### src/nvs_pkg.sv
// ==========================================================================
// Shared constants of the erase/write sequencer
package nvs_pkg;
  localparam int unsigned CLK_MHZ = 40;

  // Register indices; byte address is four times the index
  localparam logic [5:0] IDX_CTRLA    = 6'h00;
  localparam logic [5:0] IDX_CTRLB    = 6'h01;
  localparam logic [5:0] IDX_CTRLC    = 6'h02;
  localparam logic [5:0] IDX_INTEN    = 6'h04;
  localparam logic [5:0] IDX_INTERRUPT_FLAG_REGISTER = 6'h05;
  localparam logic [5:0] IDX_STATUS   = 6'h06;
  localparam logic [5:0] IDX_KEY      = 6'h10;

  localparam logic [6:0] CTRLA_RST = 7'h00;
  localparam logic [7:0] CTRLB_RST = 8'h30;
  localparam logic [7:0] CTRLC_RST = 8'h00;

  localparam int unsigned INT_EE_BIT   = 0;
  localparam int unsigned INT_FL_BIT   = 1;
  localparam int unsigned STAT_ERR_LSB = 4;

  localparam logic [2:0] ERR_NONE      = 3'h0;
  localparam logic [2:0] ERR_COLLISION = 3'h1;
  localparam logic [2:0] ERR_SEQUENCE  = 3'h2;

  // Key values are arbitrary
  localparam logic [7:0] KEY_CMD    = 8'h5a;
  localparam logic [7:0] KEY_IO     = 8'ha5;
  localparam logic [2:0] KEY_WINDOW = 3'h4;

  localparam logic [6:0] CMD_NONE    = 7'h00;
  localparam logic [6:0] CMD_NOP     = 7'h01;
  localparam logic [6:0] CMD_FLPG    = 7'h08;
  localparam logic [6:0] CMD_FLPG32  = 7'h0d;
  localparam logic [6:0] CMD_EEWRITE = 7'h12;
  localparam logic [6:0] CMD_EEPROM_ERASE_WRITE_MODE  = 7'h13;
  localparam logic [6:0] CMD_EEPAGE  = 7'h17;
  localparam logic [6:0] CMD_EEBYTE  = 7'h18;
  localparam logic [6:0] CMD_EEBLK32 = 7'h1d;
  localparam logic [6:0] CMD_CHIP    = 7'h20;
  localparam logic [6:0] CMD_EEALL   = 7'h30;

  localparam logic [7:0] ERASED_BYTE = 8'hff;

  localparam int unsigned T_FL_ERASE_NS = 4000000;
  localparam int unsigned T_EE_OP_NS    = 2000000;
  localparam int unsigned T_EE_ERWR_NS  = 4000000;
  localparam int unsigned T_CHIP_NS     = 8000000;
  localparam int unsigned FL_ERASE_CYC  = T_FL_ERASE_NS * CLK_MHZ / 1000;
  localparam int unsigned EE_OP_CYC     = T_EE_OP_NS * CLK_MHZ / 1000;
  localparam int unsigned EE_ERWR_CYC   = T_EE_ERWR_NS * CLK_MHZ / 1000;
  localparam int unsigned CHIP_CYC      = T_CHIP_NS * CLK_MHZ / 1000;
endpackage : nvs_pkg

### src/nvs_sequencer.sv
// Contract
// - Flash page erase: one store inside the page erases that page.
// - EEPROM page erase clears only buffered bytes; CPU keeps running.
// - Page buffer clears itself when the erase completes.
// - Flash multi-page erase ignores low 1..5 page bits, erases block.
// - EEPROM write mode: one byte per store, access while busy stalls.
// - Erase/write mode: each store erases then writes, stalls when busy.
// - Byte erase ignores store data; erased byte reads 0xff.
// - Multi-byte erase ignores low 1..5 address bits, erases block.
// - EEPROM access while busy gets bus wait-states until done.
// - Chip erase clears Flash and EEPROM unless preserve fuse set on an unlocked device.
// - Locked chip erase always clears EEPROM; protect bits do not block.
// - Chip erase is accepted only from the debug port.
// - Whole-EEPROM erase clears all bytes and halts the CPU throughout.
// - Chip erase leaves fuses and the brownout enable untouched.
// - Reset aborts any write in progress.
// - Ready flags set when Flash or EEPROM becomes ready.
// - Interrupt asserts while flag and enable set, until flag cleared.
// - Sleep is immediate when idle, else clocks stay until done.
// - Ready interrupt wakes only from idle sleep.
// - Protected registers change only within four instructions of key.
// - Command changes pass through no-command; busy select is collision.
// - Codes 0x08..0x0d Flash erases, 0x20 chip erase.
// - Codes 0x12, 0x13, 0x17..0x1d, 0x30 select EEPROM operations.
`timescale 1ns/1ps
`default_nettype none
module nvs_sequencer
  import nvs_pkg::*;
#(
  parameter int unsigned ADDR_W    = 24,
  parameter int unsigned FLASH_PAGE_NUMBER_LSB = 9,
  parameter int unsigned CNT_W     = 20,
  parameter int unsigned FL_CYC    = FL_ERASE_CYC,
  parameter int unsigned EE_CYC    = EE_OP_CYC,
  parameter int unsigned ERWR_CYC  = EE_ERWR_CYC,
  parameter int unsigned CHIP_ERASE_CMD_CYC  = CHIP_CYC
) (
  input  wire  logic              clk,
  input  wire  logic              rstn,
  input  wire  logic [7:0]        paddr,
  input  wire  logic              psel,
  input  wire  logic              penable,
  input  wire  logic              pwrite,
  input  wire  logic [31:0]       pwdata,
  output logic [31:0]             prdata,
  output logic                    pready,
  output logic                    pslverr,
  input  wire  logic              instr_done,
  input  wire  logic              mem_req,
  input  wire  logic              mem_we,
  input  wire  logic              mem_ee,
  input  wire  logic [ADDR_W-1:0] mem_addr,
  input  wire  logic [7:0]        mem_wdata,
  output logic                    mem_wait,
  output logic                    cpu_halt,
  input  wire  logic              dbg_cmd_valid,
  input  wire  logic [6:0]        dbg_cmd,
  input  wire  logic              eeprom_preserve_fuse,
  input  wire  logic              device_locked,
  input  wire  logic              brownout_fuse_en,
  output logic                    brownout_en,
  input  wire  logic              sleep_req,
  input  wire  logic              sleep_idle,
  output logic                    nvm_clk_on,
  output logic                    nvm_sleeping,
  output logic                    irq,
  output logic                    wake_req,
  output logic                    flash_busy_flag,
  output logic                    eeprom_busy_flag,
  output logic                    op_start,
  output logic                    op_flash,
  output logic                    op_erase,
  output logic                    op_write,
  output logic                    op_all,
  output logic [ADDR_W-1:0]       op_addr,
  output logic [31:0]             op_mask,
  output logic [7:0]              op_data
);
  if (ADDR_W < FLASH_PAGE_NUMBER_LSB + 6 || CHIP_ERASE_CMD_CYC >= (1 << CNT_W) || FL_CYC >= (1 << CNT_W) ||
      ERWR_CYC >= (1 << CNT_W) || EE_CYC >= (1 << CNT_W) || EE_CYC == 0)
    $error("nvs_sequencer: unsupported parameters");

  typedef struct packed {
    logic [6:0]        cmd;
    logic [7:0]        ctrlb;
    logic [7:0]        ctrlc;
    logic [1:0]        inten;
    logic [1:0]        flags;
    logic [2:0]        err;
    logic              key_io;
    logic [2:0]        key_cnt;
    logic [CNT_W-1:0]  fl_cnt;
    logic [CNT_W-1:0]  ee_cnt;
    logic              ee_full;
    logic              ee_pg;
    logic [31:0]       ee_mask;
    logic [ADDR_W-1:0] ee_page;
    logic              op_start;
    logic              op_flash;
    logic              op_erase;
    logic              op_write;
    logic              op_all;
    logic [ADDR_W-1:0] op_addr;
    logic [31:0]       op_mask;
    logic [7:0]        op_data;
    logic [31:0]       prdata;
    logic              bod_en;
  } nvs_state_t;

  nvs_state_t q, d;

  logic fl_busy;
  logic ee_busy;
  logic apb_wr;
  logic cmd_idle;
  logic st_go;

  function automatic logic [ADDR_W-1:0] nvs_blk(input logic [2:0] span, input int base);
    logic [ADDR_W-1:0] one;
    one = {{(ADDR_W-1){1'b0}}, 1'b1};
    nvs_blk = ~((one << (base + int'(span))) - one);
  endfunction : nvs_blk

  // ========================================================================
  // Bus and CPU handshakes
  assign fl_busy  = q.fl_cnt != '0;
  assign ee_busy  = q.ee_cnt != '0;
  assign apb_wr   = psel & penable & pwrite;
  assign cmd_idle = (q.cmd == CMD_NONE) || (q.cmd == CMD_NOP);
  assign pready   = penable;
  assign pslverr  = psel & penable & !(paddr[7:2] inside {IDX_CTRLA, IDX_CTRLB, IDX_CTRLC,
                    IDX_INTEN, IDX_INTERRUPT_FLAG_REGISTER, IDX_STATUS, IDX_KEY});
  assign mem_wait = mem_req & (mem_ee ? ee_busy : fl_busy);
  assign st_go    = mem_req & mem_we & !mem_wait;
  assign cpu_halt = q.ee_full;
  // Level request from flag and enable
  assign irq      = |(q.flags & q.inten);
  // Only idle sleep may be woken
  assign wake_req = irq & sleep_req & sleep_idle;
  // Clocks held while an operation runs
  assign nvm_clk_on   = !sleep_req | fl_busy | ee_busy;
  assign nvm_sleeping = sleep_req & !fl_busy & !ee_busy;

  assign prdata           = q.prdata;
  assign flash_busy_flag  = fl_busy;
  assign eeprom_busy_flag = ee_busy;
  assign brownout_en      = q.bod_en;
  assign op_start = q.op_start;
  assign op_flash = q.op_flash;
  assign op_erase = q.op_erase;
  assign op_write = q.op_write;
  assign op_all   = q.op_all;
  assign op_addr  = q.op_addr;
  assign op_mask  = q.op_mask;
  assign op_data  = q.op_data;

  // ========================================================================
  // Next state
  always_comb begin
    logic [6:0] nc;
    logic [2:0] span;
    nc   = pwdata[6:0];
    span = '0;
    d = q;
    d.op_start = 1'b0;
    // Brownout enable follows the fuse only
    d.bod_en = brownout_fuse_en;
    if (fl_busy) begin
      d.fl_cnt = q.fl_cnt - 1'b1;
    end
    if (ee_busy) begin
      d.ee_cnt = q.ee_cnt - 1'b1;
    end
    if (q.ee_cnt == CNT_W'(1)) begin
      d.ee_full = 1'b0;
      if (q.ee_pg) begin
        d.ee_mask = '0;
        d.ee_pg   = 1'b0;
      end
    end
    if (q.key_cnt != '0 && instr_done) begin
      d.key_cnt = q.key_cnt - 1'b1;
    end
    if (psel & !penable) begin
      unique case (paddr[7:2])
        IDX_CTRLA:    d.prdata = {25'h0, q.cmd};
        IDX_CTRLB:    d.prdata = {24'h0, q.ctrlb};
        IDX_CTRLC:    d.prdata = {24'h0, q.ctrlc};
        IDX_INTEN:    d.prdata = {30'h0, q.inten};
        IDX_INTERRUPT_FLAG_REGISTER: d.prdata = {30'h0, q.flags};
        IDX_STATUS:   d.prdata = {25'h0, q.err, 2'b00, fl_busy, ee_busy};
        default:      d.prdata = '0;
      endcase
    end
    if (apb_wr) begin
      unique case (paddr[7:2])
        IDX_KEY: begin
          if (pwdata[7:0] == KEY_CMD || pwdata[7:0] == KEY_IO) begin
            d.key_io  = pwdata[7:0] == KEY_IO;
            d.key_cnt = KEY_WINDOW;
          end
        end
        IDX_CTRLA: begin
          if (q.key_cnt != '0 && !q.key_io) begin
            d.key_cnt = '0;
            if (nc == CMD_NONE || nc == CMD_NOP) begin
              d.cmd = nc;
            // Chip erase refused from the CPU
            end else if (nc == CMD_CHIP) begin
              d.cmd = q.cmd;
            end else if (fl_busy || ee_busy) begin
              d.err = ERR_COLLISION;
            end else if (!cmd_idle) begin
              d.err = ERR_SEQUENCE;
            end else begin
              d.cmd = nc;
              d.err = ERR_NONE;
              // Whole EEPROM erase starts on write
              if (nc == CMD_EEALL) begin
                d.ee_cnt   = CNT_W'(CHIP_ERASE_CMD_CYC);
                d.ee_full  = 1'b1;
                d.op_start = 1'b1;
                d.op_flash = 1'b0;
                d.op_erase = 1'b1;
                d.op_write = 1'b0;
                d.op_all   = 1'b1;
                d.op_data  = ERASED_BYTE;
              // Erase only buffered bytes, if any
              end else if (nc == CMD_EEPAGE && q.ee_mask != '0) begin
                d.ee_cnt   = CNT_W'(EE_CYC);
                d.ee_pg    = 1'b1;
                d.op_start = 1'b1;
                d.op_flash = 1'b0;
                d.op_erase = 1'b1;
                d.op_write = 1'b0;
                d.op_all   = 1'b0;
                d.op_addr  = q.ee_page;
                d.op_mask  = q.ee_mask;
                d.op_data  = ERASED_BYTE;
              end
            end
          end
        end
        IDX_CTRLB: begin
          if (q.key_cnt != '0 && q.key_io) begin
            d.ctrlb   = pwdata[7:0];
            d.key_cnt = '0;
          end
        end
        IDX_CTRLC: begin
          if (q.key_cnt != '0 && q.key_io) begin
            d.ctrlc   = pwdata[7:0];
            d.key_cnt = '0;
          end
        end
        IDX_INTEN:    d.inten = pwdata[1:0];
        IDX_INTERRUPT_FLAG_REGISTER: d.flags = q.flags & ~pwdata[1:0];
        default:      d.err = q.err;
      endcase
    end
    // Ready flags; set wins over clear
    if (q.fl_cnt == CNT_W'(1)) begin
      d.flags[INT_FL_BIT] = 1'b1;
    end
    if (q.ee_cnt == CNT_W'(1)) begin
      d.flags[INT_EE_BIT] = 1'b1;
    end
    if (st_go && !mem_ee && q.cmd >= CMD_FLPG && q.cmd <= CMD_FLPG32) begin
      span = 3'(q.cmd - CMD_FLPG);
      // Page or aligned page block erase
      d.fl_cnt   = CNT_W'(FL_CYC);
      d.op_start = 1'b1;
      d.op_flash = 1'b1;
      d.op_erase = 1'b1;
      d.op_write = 1'b0;
      d.op_all   = 1'b0;
      d.op_addr  = mem_addr & nvs_blk(span, int'(FLASH_PAGE_NUMBER_LSB));
      d.op_mask  = '1;
      d.op_data  = ERASED_BYTE;
    end else if (st_go && mem_ee) begin
      d.op_flash = 1'b0;
      d.op_all   = 1'b0;
      d.op_addr  = mem_addr;
      d.op_mask  = 32'h1;
      d.op_data  = mem_wdata;
      if (q.cmd == CMD_EEWRITE || q.cmd == CMD_EEPROM_ERASE_WRITE_MODE) begin
        d.ee_cnt   = CNT_W'(q.cmd == CMD_EEPROM_ERASE_WRITE_MODE ? ERWR_CYC : EE_CYC);
        d.op_start = 1'b1;
        d.op_erase = q.cmd == CMD_EEPROM_ERASE_WRITE_MODE;
        d.op_write = 1'b1;
      end else if (q.cmd >= CMD_EEBYTE && q.cmd <= CMD_EEBLK32) begin
        span = 3'(q.cmd - CMD_EEBYTE);
        d.ee_cnt   = CNT_W'(EE_CYC);
        d.op_start = 1'b1;
        d.op_erase = 1'b1;
        d.op_write = 1'b0;
        d.op_addr  = mem_addr & nvs_blk(span, 0);
        d.op_data  = ERASED_BYTE;
      end else if (cmd_idle) begin
        // Stores with no command fill the page buffer
        d.ee_page = mem_addr & nvs_blk(3'h5, 0);
        d.ee_mask = q.ee_mask | (32'h1 << mem_addr[4:0]);
      end
    end
    // Chip erase from the debug port only
    if (dbg_cmd_valid && dbg_cmd == CMD_CHIP && !fl_busy && !ee_busy) begin
      d.fl_cnt   = CNT_W'(CHIP_ERASE_CMD_CYC);
      d.ee_cnt   = (eeprom_preserve_fuse && !device_locked) ? '0 : CNT_W'(CHIP_ERASE_CMD_CYC);
      d.ee_mask  = '0;
      d.op_start = 1'b1;
      d.op_flash = 1'b1;
      d.op_erase = 1'b1;
      d.op_write = 1'b0;
      d.op_all   = 1'b1;
      d.op_addr  = '0;
      d.op_mask  = {31'h0, !(eeprom_preserve_fuse && !device_locked)};
      d.op_data  = ERASED_BYTE;
    end
  end

  // ========================================================================
  // State register
  // Reset drops every timer and aborts the operation
  always_ff @(posedge clk or negedge rstn) begin
    if (!rstn) begin
      q       <= '0;
      q.cmd   <= CTRLA_RST;
      q.ctrlb <= CTRLB_RST;
      q.ctrlc <= CTRLC_RST;
    end else begin
      q <= d;
    end
  end
endmodule : nvs_sequencer
`default_nettype wire

### config.mk
export PLATFORM = sky130hd
export DESIGN_NAME = nvs_sequencer
export DESIGN_NICKNAME = d
export VERILOG_FILES = /design/src/nvs_pkg.sv /design/src/nvs_sequencer.sv
export SDC_FILE = /design/constraint.sdc
export NUM_CORES = 1
export LEC_CHECK = 0
export BUFFER_PORTS_ARGS = -buffer_cell sky130_fd_sc_hd__buf_2
export CAP_MARGIN = 20
export CORE_MARGIN = 2
export CORE_UTILIZATION = 51
export CTS_CLUSTER_DIAMETER = 80
export DETAILED_ROUTE_END_ITERATION = 8
export GPL_ROUTABILITY_DRIVEN = 1
export GPL_TIMING_DRIVEN = 0
export PLACE_DENSITY_LB_ADDON = 0.08
export SETUP_SLACK_MARGIN = 0.15
export SLEW_MARGIN = 10
export SYNTH_ARGS = -nofsm -noshare
export SYNTH_HDL_FRONTEND = slang
export SYNTH_SLANG_ARGS = --single-unit
### constraint.sdc
create_clock -name clk -period 2.7 [get_ports clk]
set_input_delay 0.135 -clock clk [delete_from_list [all_inputs] [get_ports clk]]
set_output_delay 0.135 -clock clk [all_outputs]
set_load 0.01 [all_outputs]
==> key figures <==
Status
  – Status: complete, but fails checks
  – Failing checks: negative setup slack

Drt
  – Avg WL per Cell: 19.2 um
  – Via count: 10904
  – Vias per std cell: 5.89
  – Residual DRC: 0
  – Final WL: around 36000 um
  – Initial DRC count: between 900 and 1000
  – 1st-pass router iterations: 5
  – Post-route antenna net violation count: 0

Worst setup path
  – Worst setup endpoint: q[148]
  – Data arrival time of the worst path: 3.30 ns
  – CP startpoint kind: flip-flop
  – FF-to-FF End: q[148]
  – Crit-path slowest cell: or4_4
  – Critical path type: flip-flop to flip-flop
  – Crit. path cell count: 9
  – Max incr delay on CP: around 0.58 ns
  – WP buf/inv: 2
  – Crit end category: flip-flop
  – CP cell instances: or4_4 > or4_4 > buf_8 > or3_4 > buf_8 > nor4b_4 > and2_4 > nand3b_1 > a21oi_2
  – R2R setup slack: -0.16 ns
  – Worst setup startpoint: q[163]
  – Delay-heaviest family, CP: simple AND/OR/NAND/NOR gates
  – Reg-to-Reg Start: q[163]
  – Critical path peak fanout: 5
  – Cells on worst reg2reg path: 9
  – WP data required: 3.13 ns

Floorplan
  – Starting density of the core: between 50% and 60%
  – Total number of placement rows: 53
  – Core area: 21200 um^2
  – Chip Height: 151 um
  – DIE WIDTH: 151 um
  – Die ar.: 22800 um^2
  – Ports: 206

Layout
  – Final std cells w/o fill: 1851
  – Area grow syn2layout: 46.0%
  – Fillers: 1469
  – Antenna Cells: 0
  – Layout cells sized above 1: 43.7%
  – Fin area: between 15000 and 20000 um^2
  – # nets final: around 1700

Clocking
  – CTS max path bufs: 3
  – CTS root buf: clkbuf_16
  – TritonCTS buffer count: 23
  – Clock transition at path regs: 0.06 ns
  – Clk sinks: 204
  – CTS tree: built
  – Clock Latency Late Sink: 0.51 ns
  – Htree depth: 1

Yosys
  – Simple logic cell fraction of the synthesized area: 22.2%
  – Post-synthesis mux area share: 3.12%
  – Post-synth EDFFs: 0
  – Yosys top cell by area: dfrtp_1
  – Commonest cells in the netlist: 202 x dfrtp_1, 187 x nand2_1, 101 x a21oi_1
  – Synth top area share: between 40% and 50%
  – Yosys warning count: 0
  – Yosys reg bits: 204
  – Seq/Total Area, Yosys: between 40% and 50%
  – Cell with the most instances after synthesis: dfrtp_1
  – Synth Area in XOR/XNOR: 3.10%
  – Top cells by area, synth: dfrtp_1 46%, buf_4 6.7%, nand2_1 6.4%
  – Adder-cell share of the synthesized area: 1.48%
  – Synth Area in Compound Gates: 14.2%
  – Largest family of logic cells by synthesized area: simple AND/OR/NAND/NOR gates
  – Syn_area_per_cell: 8.96 um^2
  – Synth Flop Type: dfrtp_1
  – Post-Syn Area: 11000 um^2
  – Syn Inst Count: ~1200
  – Post-synth cell types: 67
  – Share of flip-flops with an asynchronous set or reset: 100%

Timing
  – Worst slew pin tran: 1.04 ns
  – Period Utilization, post-route: 106%
  – Hold violation count in the final report: 0
  – Hold slack: between 0.015 and 0.02 ns
  – Setup TNS: -6.17 ns
  – # setup viols final: 97
  – Setup WS post-layout: -0.161 ns
  – Minimum clock period: ~2.9 ns
  – Slew HR: 30.3%
  – Max Freq: 349 MHz
  – Slew Viols, Final: 0
  – Final Skew: around 0.011 ns
  – RSZ-0062 raised after global routing: yes

Placement
  – Placed insts: 1682
  – Port Buf Inserts: 152
  – Post-DP HPWL: 21900 um
  – GPL Wtd Cong: 0.915
  – Placed cell areas: 12400 um^2

Power
  – Worst VDD drop: 0.000499 V
  – Leakage: 0.00779 uW
  – Pwr dens: roughly 450 nW/um^2
  – Total power: 7320 uW

Flow run
  – Number of max-cap violations: 0

Global route
  – Vias in the first global route: 9880
  – First-pass GRT wire length: 51800 um
  – Global-route usage over all layers: 28.8%
  – Initial antenna violation count: 0
  – Largest net degree at the start of global routing: 110
  – GRT Residual Overflow: 0

Worst hold path
  – Hold-critical path depth: 4
  – HP Class: input port to flip-flop
state kept, by name, summed over array words and instances (netlist names):
signal	flops
op_all	1
prdata	8
op_start	1
op_erase	1
op_mask	32
cpu_halt	1
op_data	8
op_addr	24
brownout_en	1
op_write	1
op_flash	1
q	125
layer usage:
metal | share of wire (%) | global-route usage, %
met1 | 40 | 39.8
met2 | 48 | 47.2
met3 | 7.6 | 4.13
met4 | 3.6 | 9.21
met5 | 0 | 0
kinds of logic after synthesis:
group,after synthesis
adder cells (fa/ha/maj),13
other,2
AND/OR/NAND/NOR,494
buffers and inverters,176
AO/OA/AOI/OAI,271
flip-flops,204
XOR/XNOR,39
multiplexers,31
repair_timing:
action,CTS,global route
pin swaps,88,109
hold buffers,40,0
hold endpoints to repair,157,0
setup buffers,40,39
endpoints found under the setup margin,156,162
cloned,7,5
resized for setup,240,243
worst min path at each step:
stage / endpoint / start
floorplan: brownout_en / rstn
global placement: brownout_en / brownout_fuse_en
detailed placement: op_addr[20] / rstn
CTS: q[169] / device_locked
global route: q[169] / device_locked
finish: q[146] / mem_addr[0]
tightest hold or removal path, stage by stage:
cell and delay (ns):
buf_2 0.11, nor2_1 0.05, a22oi_2 0.13, nor2_1 0.05
power breakdown:
group / total [uW] / internal [uW] / leakage, uW / switching, uW
clock network: 3200 / 1920 / 0.000374 / 1280
registers: 3370 / 3210 / 0.00271 / 157
logic: 761 / 361 / 0.00471 / 400
total: 7320 / 5490 / 0.00779 / 1840
metrics by stage:
stage | setup slack, ns | utilization (%)
CTS | -0.140 | 69.9
detailed placement | -0.875 | 58.5
floorplan | -0.0515 | -
global route | -0.245 | 76.1
global placement | -2.02 | 58.3
finish | -0.161 | 76.1
layout make-up:
type                    count  area (um^2)  area share [%]
multi-input cells         874         6220            38.7
well taps                 275          344            2.14
inverters                  21         78.8           0.490
plain buffers             154         1310            8.15
repair buffers            284         2260            14.1
flip-flops and latches    204         5110            31.7
clock buffers              31          666            4.14
clock inverters             8          103           0.637
placed cells by master (no fill, tap or decap), drive strengths merged, types with 8 or more instances in the layout:
master       instances
nand2              188
inv                 23
nor2                93
xor2                16
a21oi              101
and3                17
nand3               39
a22oi               16
dfrtp              202
clkbuf              64
conb                25
nor3b                8
nor3                31
or3                  8
and2                10
xnor2               23
nand4               17
dlygate4sd3         40
mux2                27
ha                  13
nor4                31
or4                 12
o21ai               99
nand2b              10
buf                365
Note: power is estimated with default switching activity, not from simulation.
